`config.mk`:
```
export PLATFORM = sky130hd
export DESIGN_NAME = l1_maint_fsm
export DESIGN_NICKNAME = d
export VERILOG_FILES = /design/src/hw/l1_maint_pkg.sv /design/src/hw/l1_maint_fsm.sv /design/src/hw/l1_signal_detect.sv
export SDC_FILE = /design/constraint.sdc
export NUM_CORES = 1
export LEC_CHECK = 0
export BUFFER_PORTS_ARGS = -buffer_cell sky130_fd_sc_hd__buf_2
export CAP_MARGIN = 10
export CORE_MARGIN = 2
export CORE_UTILIZATION = 60
export CTS_CLUSTER_DIAMETER = 60
export DETAILED_ROUTE_END_ITERATION = 10
export PLACE_DENSITY = 0.8
export SYNTH_ARGS = -nofsm -noshare
export SYNTH_HDL_FRONTEND = slang
export SYNTH_SLANG_ARGS = --single-unit
```
`constraint.sdc`:
```
create_clock -name clk -period 3.3 [get_ports clk]
set_clock_uncertainty 0.1 [all_clocks]
set_input_delay 0.825 -clock clk [delete_from_list [all_inputs] [get_ports clk]]
set_output_delay 0.825 -clock clk [all_outputs]
set_load 0.05 [all_outputs]
```
`src/hw/l1_maint_pkg.sv`:
```
// Purpose: Constants and types for the layer-1 maintenance block
// Assumes: 50 MHz system clock
// Notes:   Timer settings are in 100 ms units
package l1_maint_pkg;
   localparam int unsigned CLK_HZ        = 50_000_000;
   localparam int unsigned TICK_MS       = 100;
   localparam int unsigned TICK_CYCLES   = CLK_HZ / 1000 * TICK_MS;
   localparam int unsigned TICK_W        = $clog2(TICK_CYCLES);
   // Settings 1..250 steps of 100 ms
   localparam int unsigned TSET_W        = 8;
   localparam logic [7:0]  TSET_MIN      = 8'h01;
   localparam logic [7:0]  TSET_MAX      = 8'hfa;
   localparam int unsigned LOS_ZEROS     = 10;
   localparam int unsigned AIS_WINDOW    = 512;
   localparam int unsigned AIS_MAX_ZEROS = 3;

   // Gray codes along normal path
   typedef enum logic [1:0] {
      state_local_failure    = 2'h0,
      state_normal           = 2'h1,
      state_remote_failure   = 2'h3,
      state_internal_failure = 2'h2
   } l1_state_t;

   // Line signal to transmit
   typedef enum logic [1:0] {
      tx_normal = 2'h0,
      tx_rai    = 2'h1,
      tx_ais    = 2'h2
   } tx_sig_t;

   // Error report codes, index of last report
   typedef enum logic [2:0] {
      rep_none    = 3'h0,
      rep_loss    = 3'h1,
      rep_rai     = 3'h2,
      rep_ais     = 3'h3,
      rep_intf    = 3'h4,
      rep_lcrc    = 3'h5,
      rep_rcrc    = 3'h6
   } rep_t;
endpackage : l1_maint_pkg

```
`src/hw/l1_maint_fsm.sv`:
```
// Purpose: Layer-1 maintenance state machine for a 2048 kbit/s link
// Assumes: 50 MHz clock; events are inputs synchronous to clk
// Notes:   Function
// Function
// - Remote alarm needs frame alignment and an alarm bit of one.
// - AIS is loss of frame plus under three zeros in 512 bits.
// - Loss of signal after more than ten consecutive line zeros.
// - Loss-of-signal detection never stalls frame alignment.
// - Each received E bit of zero reports remote CRC error only.
// - Each local CRC block error in normal or remote failure reports to management only.
// - Send normal, RAI or AIS according to state.
// - Normal frames in local or remote failure: timer, go normal.
// - Signal or frame loss: report; from normal or remote to local.
// - Remote alarm in normal or local failure: report, go remote failure; local adds recovery.
// - AIS: report; from normal or remote go local failure.
// - Internal failure: non-operational, report, enter internal state.
// - Internal failure clears: report recovery, go remote failure.
// - Timer expiry: operational in normal, non-operational in local or remote failure.
// - Starting the timer clears any timer already running.
// - Timer presets 100 ms to 25 s, per event.
// - Timer within 50 ms up to 1 s, 10 % beyond.
// - Access side uses longer deactivate, shorter activate settings.
// - Events reported to management immediately.
// - Each operational change signalled activate or deactivate.
// - Suspend request withholds error reports, machine keeps running.
// - Resume request resends last error report, forwards later ones.
// - CRC active in normal and remote failure; errors send E zero.
`timescale 1ns/1ns
module l1_maint_fsm
   import l1_maint_pkg::*;
#(
   parameter int unsigned TICK_LEN = TICK_CYCLES,
   // Settings in 100 ms steps, per triggering event
   parameter logic [7:0]  T_NORMAL = 8'h05,
   parameter logic [7:0]  T_LOSS   = 8'h0a,
   parameter logic [7:0]  T_RAI    = 8'h0a,
   parameter logic [7:0]  T_AIS    = 8'h0a
) (
   // Clock and reset
   input  wire logic       clk,
   input  wire logic       srst,
   // Received line
   input  wire logic       bit_en,
   input  wire logic       line_zero,
   input  wire logic       bin_bit,
   input  wire logic       frame_aligned,
   input  wire logic       loss_of_frame,
   input  wire logic       a_bit_en,
   input  wire logic       a_bit,
   input  wire logic       e_bit_en,
   input  wire logic       e_bit,
   input  wire logic       crc_blk_en,
   input  wire logic       crc_blk_err,
   // Local conditions
   input  wire logic       internal_fail,
   // Management requests
   input  wire logic       suspend_error_reports,
   input  wire logic       resume_error_reports,
   // Transmit control
   output tx_sig_t         tx_signal,
   output logic            tx_e_zero,
   // Management indications
   output logic            link_operational_ind,
   output logic            link_nonoperational_ind,
   output logic            err_ind_signal_frame_loss,
   output logic            err_ind_remote_alarm,
   output logic            err_ind_alarm_signal,
   output logic            err_ind_internal_fail,
   output logic            err_ind_local_crc,
   output logic            err_ind_remote_crc,
   output logic            err_ind_recovery,
   output l1_state_t       state
);
   localparam int unsigned TW = $clog2(TICK_LEN);

   // ==========================================================
   // Line condition detection
   logic los, rai, ais;

   l1_signal_detect u_det (
      .clk           (clk),
      .srst          (srst),
      .bit_en        (bit_en),
      .line_zero     (line_zero),
      .bin_bit       (bin_bit),
      .frame_aligned (frame_aligned),
      .loss_of_frame (loss_of_frame),
      .a_bit_en      (a_bit_en),
      .a_bit         (a_bit),
      .los           (los),
      .rai           (rai),
      .ais           (ais)
   );

   // ==========================================================
   // State
   typedef struct packed {
      l1_state_t   st;
      logic        loss_l;
      logic        rai_l;
      logic        ais_l;
      logic        intf_l;
      logic        nf_l;
      logic [TW-1:0] pre;
      logic [7:0]  tmr;
      logic        run;
      logic        mute;
      rep_t        last;
      logic        last_r;
      rep_t        rep;
      logic        rep_r;
      rep_t        pend;
      logic        ai;
      logic        di;
      logic        ez;
      tx_sig_t     tx;
   } fsm_t;

   fsm_t q, d;

   logic normal_frames;
   assign normal_frames = frame_aligned && !rai && !ais && !los;

   function automatic logic [7:0] clamp_set(input logic [7:0] v);
      if (v < TSET_MIN)
         return TSET_MIN;
      else if (v > TSET_MAX)
         return TSET_MAX;
      return v;
   endfunction : clamp_set

   // ==========================================================
   // Next state
   always_comb begin
      logic       loss_ev, rai_ev, ais_ev, int_ev, clr_ev, nf_ev, tick, start;
      logic [7:0] tset;
      rep_t       r;
      logic       rr;
      loss_ev = (los || loss_of_frame) && !q.loss_l;
      rai_ev  = rai && !q.rai_l;
      ais_ev  = ais && !q.ais_l;
      int_ev  = internal_fail && !q.intf_l;
      clr_ev  = !internal_fail && q.intf_l;
      nf_ev   = normal_frames && !q.nf_l;
      start   = 1'b0;
      tset    = T_NORMAL;
      r       = rep_none;
      rr      = 1'b0;
      d       = q;
      d.loss_l = los || loss_of_frame;
      d.rai_l  = rai;
      d.ais_l  = ais;
      d.intf_l = internal_fail;
      d.nf_l   = normal_frames;
      d.ai     = 1'b0;
      d.di     = 1'b0;
      d.rep    = rep_none;
      d.rep_r  = 1'b0;
      d.pend   = rep_none;
      tick     = (q.pre == TW'(TICK_LEN - 1));
      d.pre    = tick ? '0 : q.pre + TW'(1);

      // Timer expiry, one per run
      if (q.run && tick) begin
         if (q.tmr == 8'h01) begin
            d.run = 1'b0;
            unique case (q.st)
               state_normal:  d.ai = 1'b1;
               state_local_failure,
               state_remote_failure: d.di = 1'b1;
               state_internal_failure: ;
            endcase
         end else begin
            d.tmr = q.tmr - 8'h01;
         end
      end

      if (int_ev && q.st != state_internal_failure) begin
         d.di = 1'b1;
         r    = rep_intf;
         d.st = state_internal_failure;
         d.run = 1'b0;
      end else if (clr_ev) begin
         if (q.st == state_internal_failure) begin
            r    = rep_intf;
            rr   = 1'b1;
            d.st = state_remote_failure;
         end
      end else if (loss_ev) begin
         r = rep_loss;
         if (q.st == state_normal) begin
            start = 1'b1;
            tset  = T_LOSS;
            d.st  = state_local_failure;
         end else if (q.st == state_remote_failure) begin
            d.rep   = rep_rai;
            d.rep_r = 1'b1;
            d.st    = state_local_failure;
         end
      end else if (ais_ev) begin
         r = rep_ais;
         if (q.st == state_normal) begin
            start = 1'b1;
            tset  = T_AIS;
            d.st  = state_local_failure;
         end else if (q.st == state_remote_failure) begin
            d.rep   = rep_rai;
            d.rep_r = 1'b1;
            d.st    = state_local_failure;
         end
      end else if (rai_ev) begin
         if (q.st == state_normal) begin
            r     = rep_rai;
            start = 1'b1;
            tset  = T_RAI;
            d.st  = state_remote_failure;
         end else if (q.st == state_local_failure) begin
            r       = rep_rai;
            d.rep   = rep_loss;
            d.rep_r = 1'b1;
            d.st    = state_remote_failure;
         end
      end else if (nf_ev) begin
         if (q.st == state_local_failure ||
             q.st == state_remote_failure) begin
            start = 1'b1;
            tset  = T_NORMAL;
            d.st  = state_normal;
         end
      end

      // New run replaces any running one
      if (start) begin
         d.run = 1'b1;
         d.tmr = clamp_set(tset);
         d.pre = '0;
      end

      // CRC reports never move the machine
      d.ez = crc_blk_en && crc_blk_err &&
             (q.st == state_normal || q.st == state_remote_failure);
      if (d.ez && r == rep_none)
         r = rep_lcrc;
      if (e_bit_en && !e_bit && r == rep_none)
         r = rep_rcrc;

      // Recovery report of a pair goes out now; the event's own report a cycle later
      if (d.rep == rep_none)
         d.rep = q.pend;
      if (r != rep_none) begin
         d.last   = r;
         d.last_r = rr;
         if (d.rep == rep_none) begin
            d.rep   = r;
            d.rep_r = rr;
         end else
            d.pend = r;
      end
      if (resume_error_reports) begin
         d.mute = 1'b0;
         if (r == rep_none && q.last != rep_none) begin
            d.rep   = q.last;
            d.rep_r = q.last_r;
         end
      end else if (suspend_error_reports) begin
         d.mute = 1'b1;
      end
      if (d.mute) begin
         d.rep   = rep_none;
         d.rep_r = 1'b0;
      end

      unique case (d.st)
         state_normal, state_remote_failure: d.tx = tx_normal;
         state_local_failure:                d.tx = tx_rai;
         state_internal_failure:             d.tx = tx_ais;
      endcase
   end

   always_ff @(posedge clk) begin
      if (srst) begin
         q    <= '0;
         q.st <= state_local_failure;
         q.tx <= tx_rai;
      end else begin
         q <= d;
      end
   end

   // ==========================================================
   // Outputs
   assign state                     = q.st;
   assign tx_signal                 = q.tx;
   assign tx_e_zero                 = q.ez;
   assign link_operational_ind      = q.ai;
   assign link_nonoperational_ind   = q.di;
   assign err_ind_signal_frame_loss = (q.rep == rep_loss);
   assign err_ind_remote_alarm      = (q.rep == rep_rai);
   assign err_ind_alarm_signal      = (q.rep == rep_ais);
   assign err_ind_internal_fail     = (q.rep == rep_intf);
   assign err_ind_local_crc         = (q.rep == rep_lcrc);
   assign err_ind_remote_crc        = (q.rep == rep_rcrc);
   assign err_ind_recovery          = q.rep_r;
endmodule : l1_maint_fsm

```
`src/hw/l1_signal_detect.sv`:
```
// Purpose: Line event detection: loss of signal, remote alarm, AIS
// Assumes: One received bit per bit_en pulse, synchronous inputs
// Notes:   Runs beside the frame aligner and never gates it
`timescale 1ns/1ns
module l1_signal_detect
   import l1_maint_pkg::*;
#(
   parameter int unsigned WIN  = AIS_WINDOW,
   parameter int unsigned LOSZ = LOS_ZEROS
) (
   // Clock and reset
   input  wire logic clk,
   input  wire logic srst,
   // Received stream
   input  wire logic bit_en,
   input  wire logic line_zero,
   input  wire logic bin_bit,
   input  wire logic frame_aligned,
   input  wire logic loss_of_frame,
   input  wire logic a_bit_en,
   input  wire logic a_bit,
   // Detected conditions
   output logic      los,
   output logic      rai,
   output logic      ais
);
   localparam int unsigned WW = $clog2(WIN + 1);

   typedef struct packed {
      logic [4:0]    zrun;
      logic [WW-1:0] wcnt;
      logic [1:0]    zcnt;
      logic          los;
      logic          rai;
      logic          ais;
   } det_t;

   det_t q, d;

   always_comb begin
      d = q;
      if (bit_en) begin
         // Zero run in line code; a mark ends it
         if (!line_zero) begin
            d.zrun = 5'h00;
            d.los  = 1'b0;
         end else if (q.zrun > 5'(LOSZ)) begin
            d.los = 1'b1;
         end else begin
            d.zrun = q.zrun + 5'h01;
            d.los  = (q.zrun == 5'(LOSZ));
         end
         // Count zeros over a fixed bit window
         if (q.wcnt == WW'(WIN - 1)) begin
            d.wcnt = '0;
            d.zcnt = 2'h0;
            d.ais  = loss_of_frame &&
                     (32'(q.zcnt) + 32'(!bin_bit) < AIS_MAX_ZEROS);
         end else begin
            d.wcnt = q.wcnt + WW'(1);
            if (!bin_bit && q.zcnt != 2'h3)
               d.zcnt = q.zcnt + 2'h1;
         end
      end
      if (!loss_of_frame)
         d.ais = 1'b0;
      // Alarm bit judged only while aligned
      if (!frame_aligned)
         d.rai = 1'b0;
      else if (a_bit_en)
         d.rai = a_bit;
   end

   always_ff @(posedge clk) begin
      if (srst)
         q <= '0;
      else
         q <= d;
   end

   assign los = q.los;
   assign rai = q.rai;
   assign ais = q.ais;
endmodule : l1_signal_detect

```
==> flow_summary_export.csv <==
group,metric,value,unit
floorplanning,num_rows,28,
critical_path,critical_path.max_fanout,23,
power_and_ir_drop,switching_share,0.277,
placement,place.gp.congestion,0.923,
critical_path,worstSetupPathType,"primary input to register",
sta,slew_violations,0,
floorplanning,die_h,83.0,µm
status,status,"finished, final reports clean",
grt,gr-usage-all-layers,0.221,
synthesis,syn_inst,433,
synthesis,synth_most_common_cell,"dfxtp_1",
critical_path,arrival,2.72,ns
route,drc,0,
sta,tightest_slew,0.681,ns
placement,numPortBuffers,29,
synthesis,synth.avg_cell_area,8.64,µm²
synthesis,synth_compound_area_frac,0.117,
power_and_ir_drop,vdd_drop_max,0.000301,V
sta,hold_viol_final,0,
cells_and_area,diodes,0,
sta,rsz0062_at_grt,"false",
power_and_ir_drop,seqPwrFrac,0.523,
grt,grt_pass1_wl,12700,µm
cells_and_area,fillCellCount,480,
clocking,cts_max_path_buffers,2,
floorplanning,core-area,5990,µm²
power_and_ir_drop,p_switching,522,µW
power_and_ir_drop,combPwrFrac,0.145,
synthesis,yosys-top-cells-area,"dfxtp_1, nor2_1, ha_1",
clocking,hold_buffers,0,
floorplanning,initial_core_util,0.624,
synthesis,yosysTopAreaCell,"dfxtp_1",
synthesis,async_reset_ff_frac,0,
clocking,cts_root_buffer,"clkbuf_8",
job,max-cap-violations,0,
clocking,clkTransAtPathRegs,0.07,ns
sta,setup_viol,0,
synthesis,synthSimpleGateAreaFrac,0.300,
synthesis,ys_ff_latch,76,
grt,grt_max_degree,28,
clocking,cts_max_level,3,
synthesis,synth_fp_nets,464,
critical_path,required,3.42,ns
placement,hpwlAfterDp,5280,µm
floorplanning,die_w,83.0,µm
grt,grt_pass1_vias,2940,
route,ant_nets,0,
clocking,post_cts_buffers,0,
synthesis,yosys.area_share.adder,0.0502,
synthesis,synth_edf_count,0,
power_and_ir_drop,leakage,1.64,nW
clocking,cts_resized,0,
power_and_ir_drop,power.internal,1.36,mW
clocking,cts_buffers,9,
synthesis,synth_area,3740,µm²
floorplanning,die_area,6880,µm²
power_and_ir_drop,power.share.clock,0.332,
cells_and_area,seq_area,1520,µm²
route,firstDrtPassIters,5,
synthesis,ys_top_cells_by_count,"dfxtp_1, nor2_1, nand2_1, nand3_1",
cells_and_area,fin_nets,494,
critical_path,cp-start-kind,"primary input",
route,drt_iter0_drc,172,
synthesis,synth_top_family_by_area,"simple AND/OR/NAND/NOR gates",
clocking,clock_latency,0.35,ns
sta,fin_crit_sh,0.787,
synthesis,synth_warnings,0,
cells_and_area,fin_area,4110,µm²
grt,grt-ovfl-total,0,
route,num_vias,3112,
sta,tns,0,ns
placement,dpl_cell_area,3940,µm²
synthesis,muxShareOfSynthArea,0.0164,
hold_path,hold_class,"register to register",
synthesis,synth_xor_area_frac,0.0773,
synthesis,post_synth_num_cell_types,60,
clocking,cts_tree,"built",
cells_and_area,drive_gt1_frac,0.124,
clocking,cts_sinks,76,
route,wl,7300,µm
synthesis,synth_top_area_share,0.407,
sta,clock.fmax,385,MHz
floorplanning,ios,30,
sta,period_minus_slack,2.60,ns
critical_path,cp-end-kind,"register",
grt,antenna_found_initial,0,
synthesis,ys.flop_type,"dfxtp_1",
cells_and_area,area_growth_syn_to_layout,9.87,%
route,avgViaCountPerCell,5.74,
power_and_ir_drop,cellPowerDensity,457,nW/µm²
sta,slew_headroom,0.542,
route,wl_per_cell,13.5,µm
synthesis,ys_seq_area_frac,0.407,
cells_and_area,multiInputGateArea,2100,µm²
-- kinds of logic (layout without fill, tap and decap cells) --
family          count (synthesis)  in the layout
xor+xnor                       33             33
mux                             6              6
flops                          76             76
fa+ha+maj                      15             15
buf+inv                        28             62
simple gates                  209            209
compound gates                 66             66
-- final timing paths --
path	start	endpoint	slack, ns	cells after the start
worst max register to register	q[36]$_SDFF_PP0_	q[19]$_SDFFE_PP0P_	0.73	6
worst min register to register	q[26]$_SDFF_PP0_	q[26]$_SDFF_PP0_	0.38	1
worst max-delay path	frame_aligned	q[31]$_SDFF_PP0_	0.70	7
worst min-delay path	q[26]$_SDFF_PP0_	q[26]$_SDFF_PP0_	0.38	1
-- per-layer routing --
| metal | track usage | vias up | wire (µm) | share of wire |
|---|---|---|---|---|
| met5 | 0 | - | 0 | 0 |
| met4 | 0.103 | 0 | 119 | 0.016 |
| met3 | 0.0338 | 9 | 260 | 0.036 |
| met2 | 0.356 | 73 | 3400 | 0.47 |
| met1 | 0.291 | 1446 | 3520 | 0.48 |
| li1 | - | 1584 | - | - |
-- area by class of cell --
type | instances | area share
multi-input cells | 329 | 0.510
flip-flops and latches | 76 | 0.370
repair buffers | 33 | 0.0426
clock buffers | 14 | 0.0396
well taps | 75 | 0.0228
inverters | 14 | 0.0128
clock inverters | 1 | 0.00183
-- metrics by stage --
stage | utilization | power, mW | cells | setup slack [ns] | hold slack, ns
after floorplan | - | 1.21 | 433 | 0.577 | 0.337
after global placement | 0.658 | 1.27 | 527 | 0.389 | 0.346
after detailed placement | 0.658 | 1.27 | 527 | 0.329 | 0.365
after CTS | 0.686 | 1.89 | 542 | 0.697 | 0.376
after global routing | 0.686 | 1.96 | 542 | 0.551 | 0.400
final | 0.686 | 1.88 | 542 | 0.702 | 0.377
-- cells in the final DEF, fill, tap and decap left out, types with 12 or more instances in the layout --
master,n
dfxtp_1,76
nor2_1,73
buf_2,29
nand2_1,25
nand3_1,23
xor2_1,21
a21oi_1,21
ha_1,15
inv_1,14
xnor2_1,12
-- worst max-delay path, stage by stage --
cell	delay (ns)
buf_2	0.08
or4b_2	0.64
nor3_1	0.21
mux2_2	0.23
a21o_1	0.20
or2_2	0.42
nor2_1	0.10
-- state kept, by name, indices dropped and copies added, names as in the netlist --
| signal | cells |
|---|---|
| link_operational_ind | 1 |
| err_ind_recovery | 1 |
| q | 48 |
| tx_signal | 2 |
| link_nonoperational_ind | 1 |
| u_det.ais | 1 |
| state | 2 |
| u_det.los | 1 |
| u_det.q | 17 |
| u_det.rai | 1 |
| tx_e_zero | 1 |
-- power by group through the flow --
stage	Clock (mW)	Sequential, mW	Combinational, mW
after detailed placement	0	1.00	0.267
after global placement	0	1.00	0.263
after global routing	0.671	0.989	0.300
after floorplan	0	1.00	0.212
final	0.624	0.984	0.272
after CTS	0.635	0.983	0.270
(Power assumes the default switching activity.)
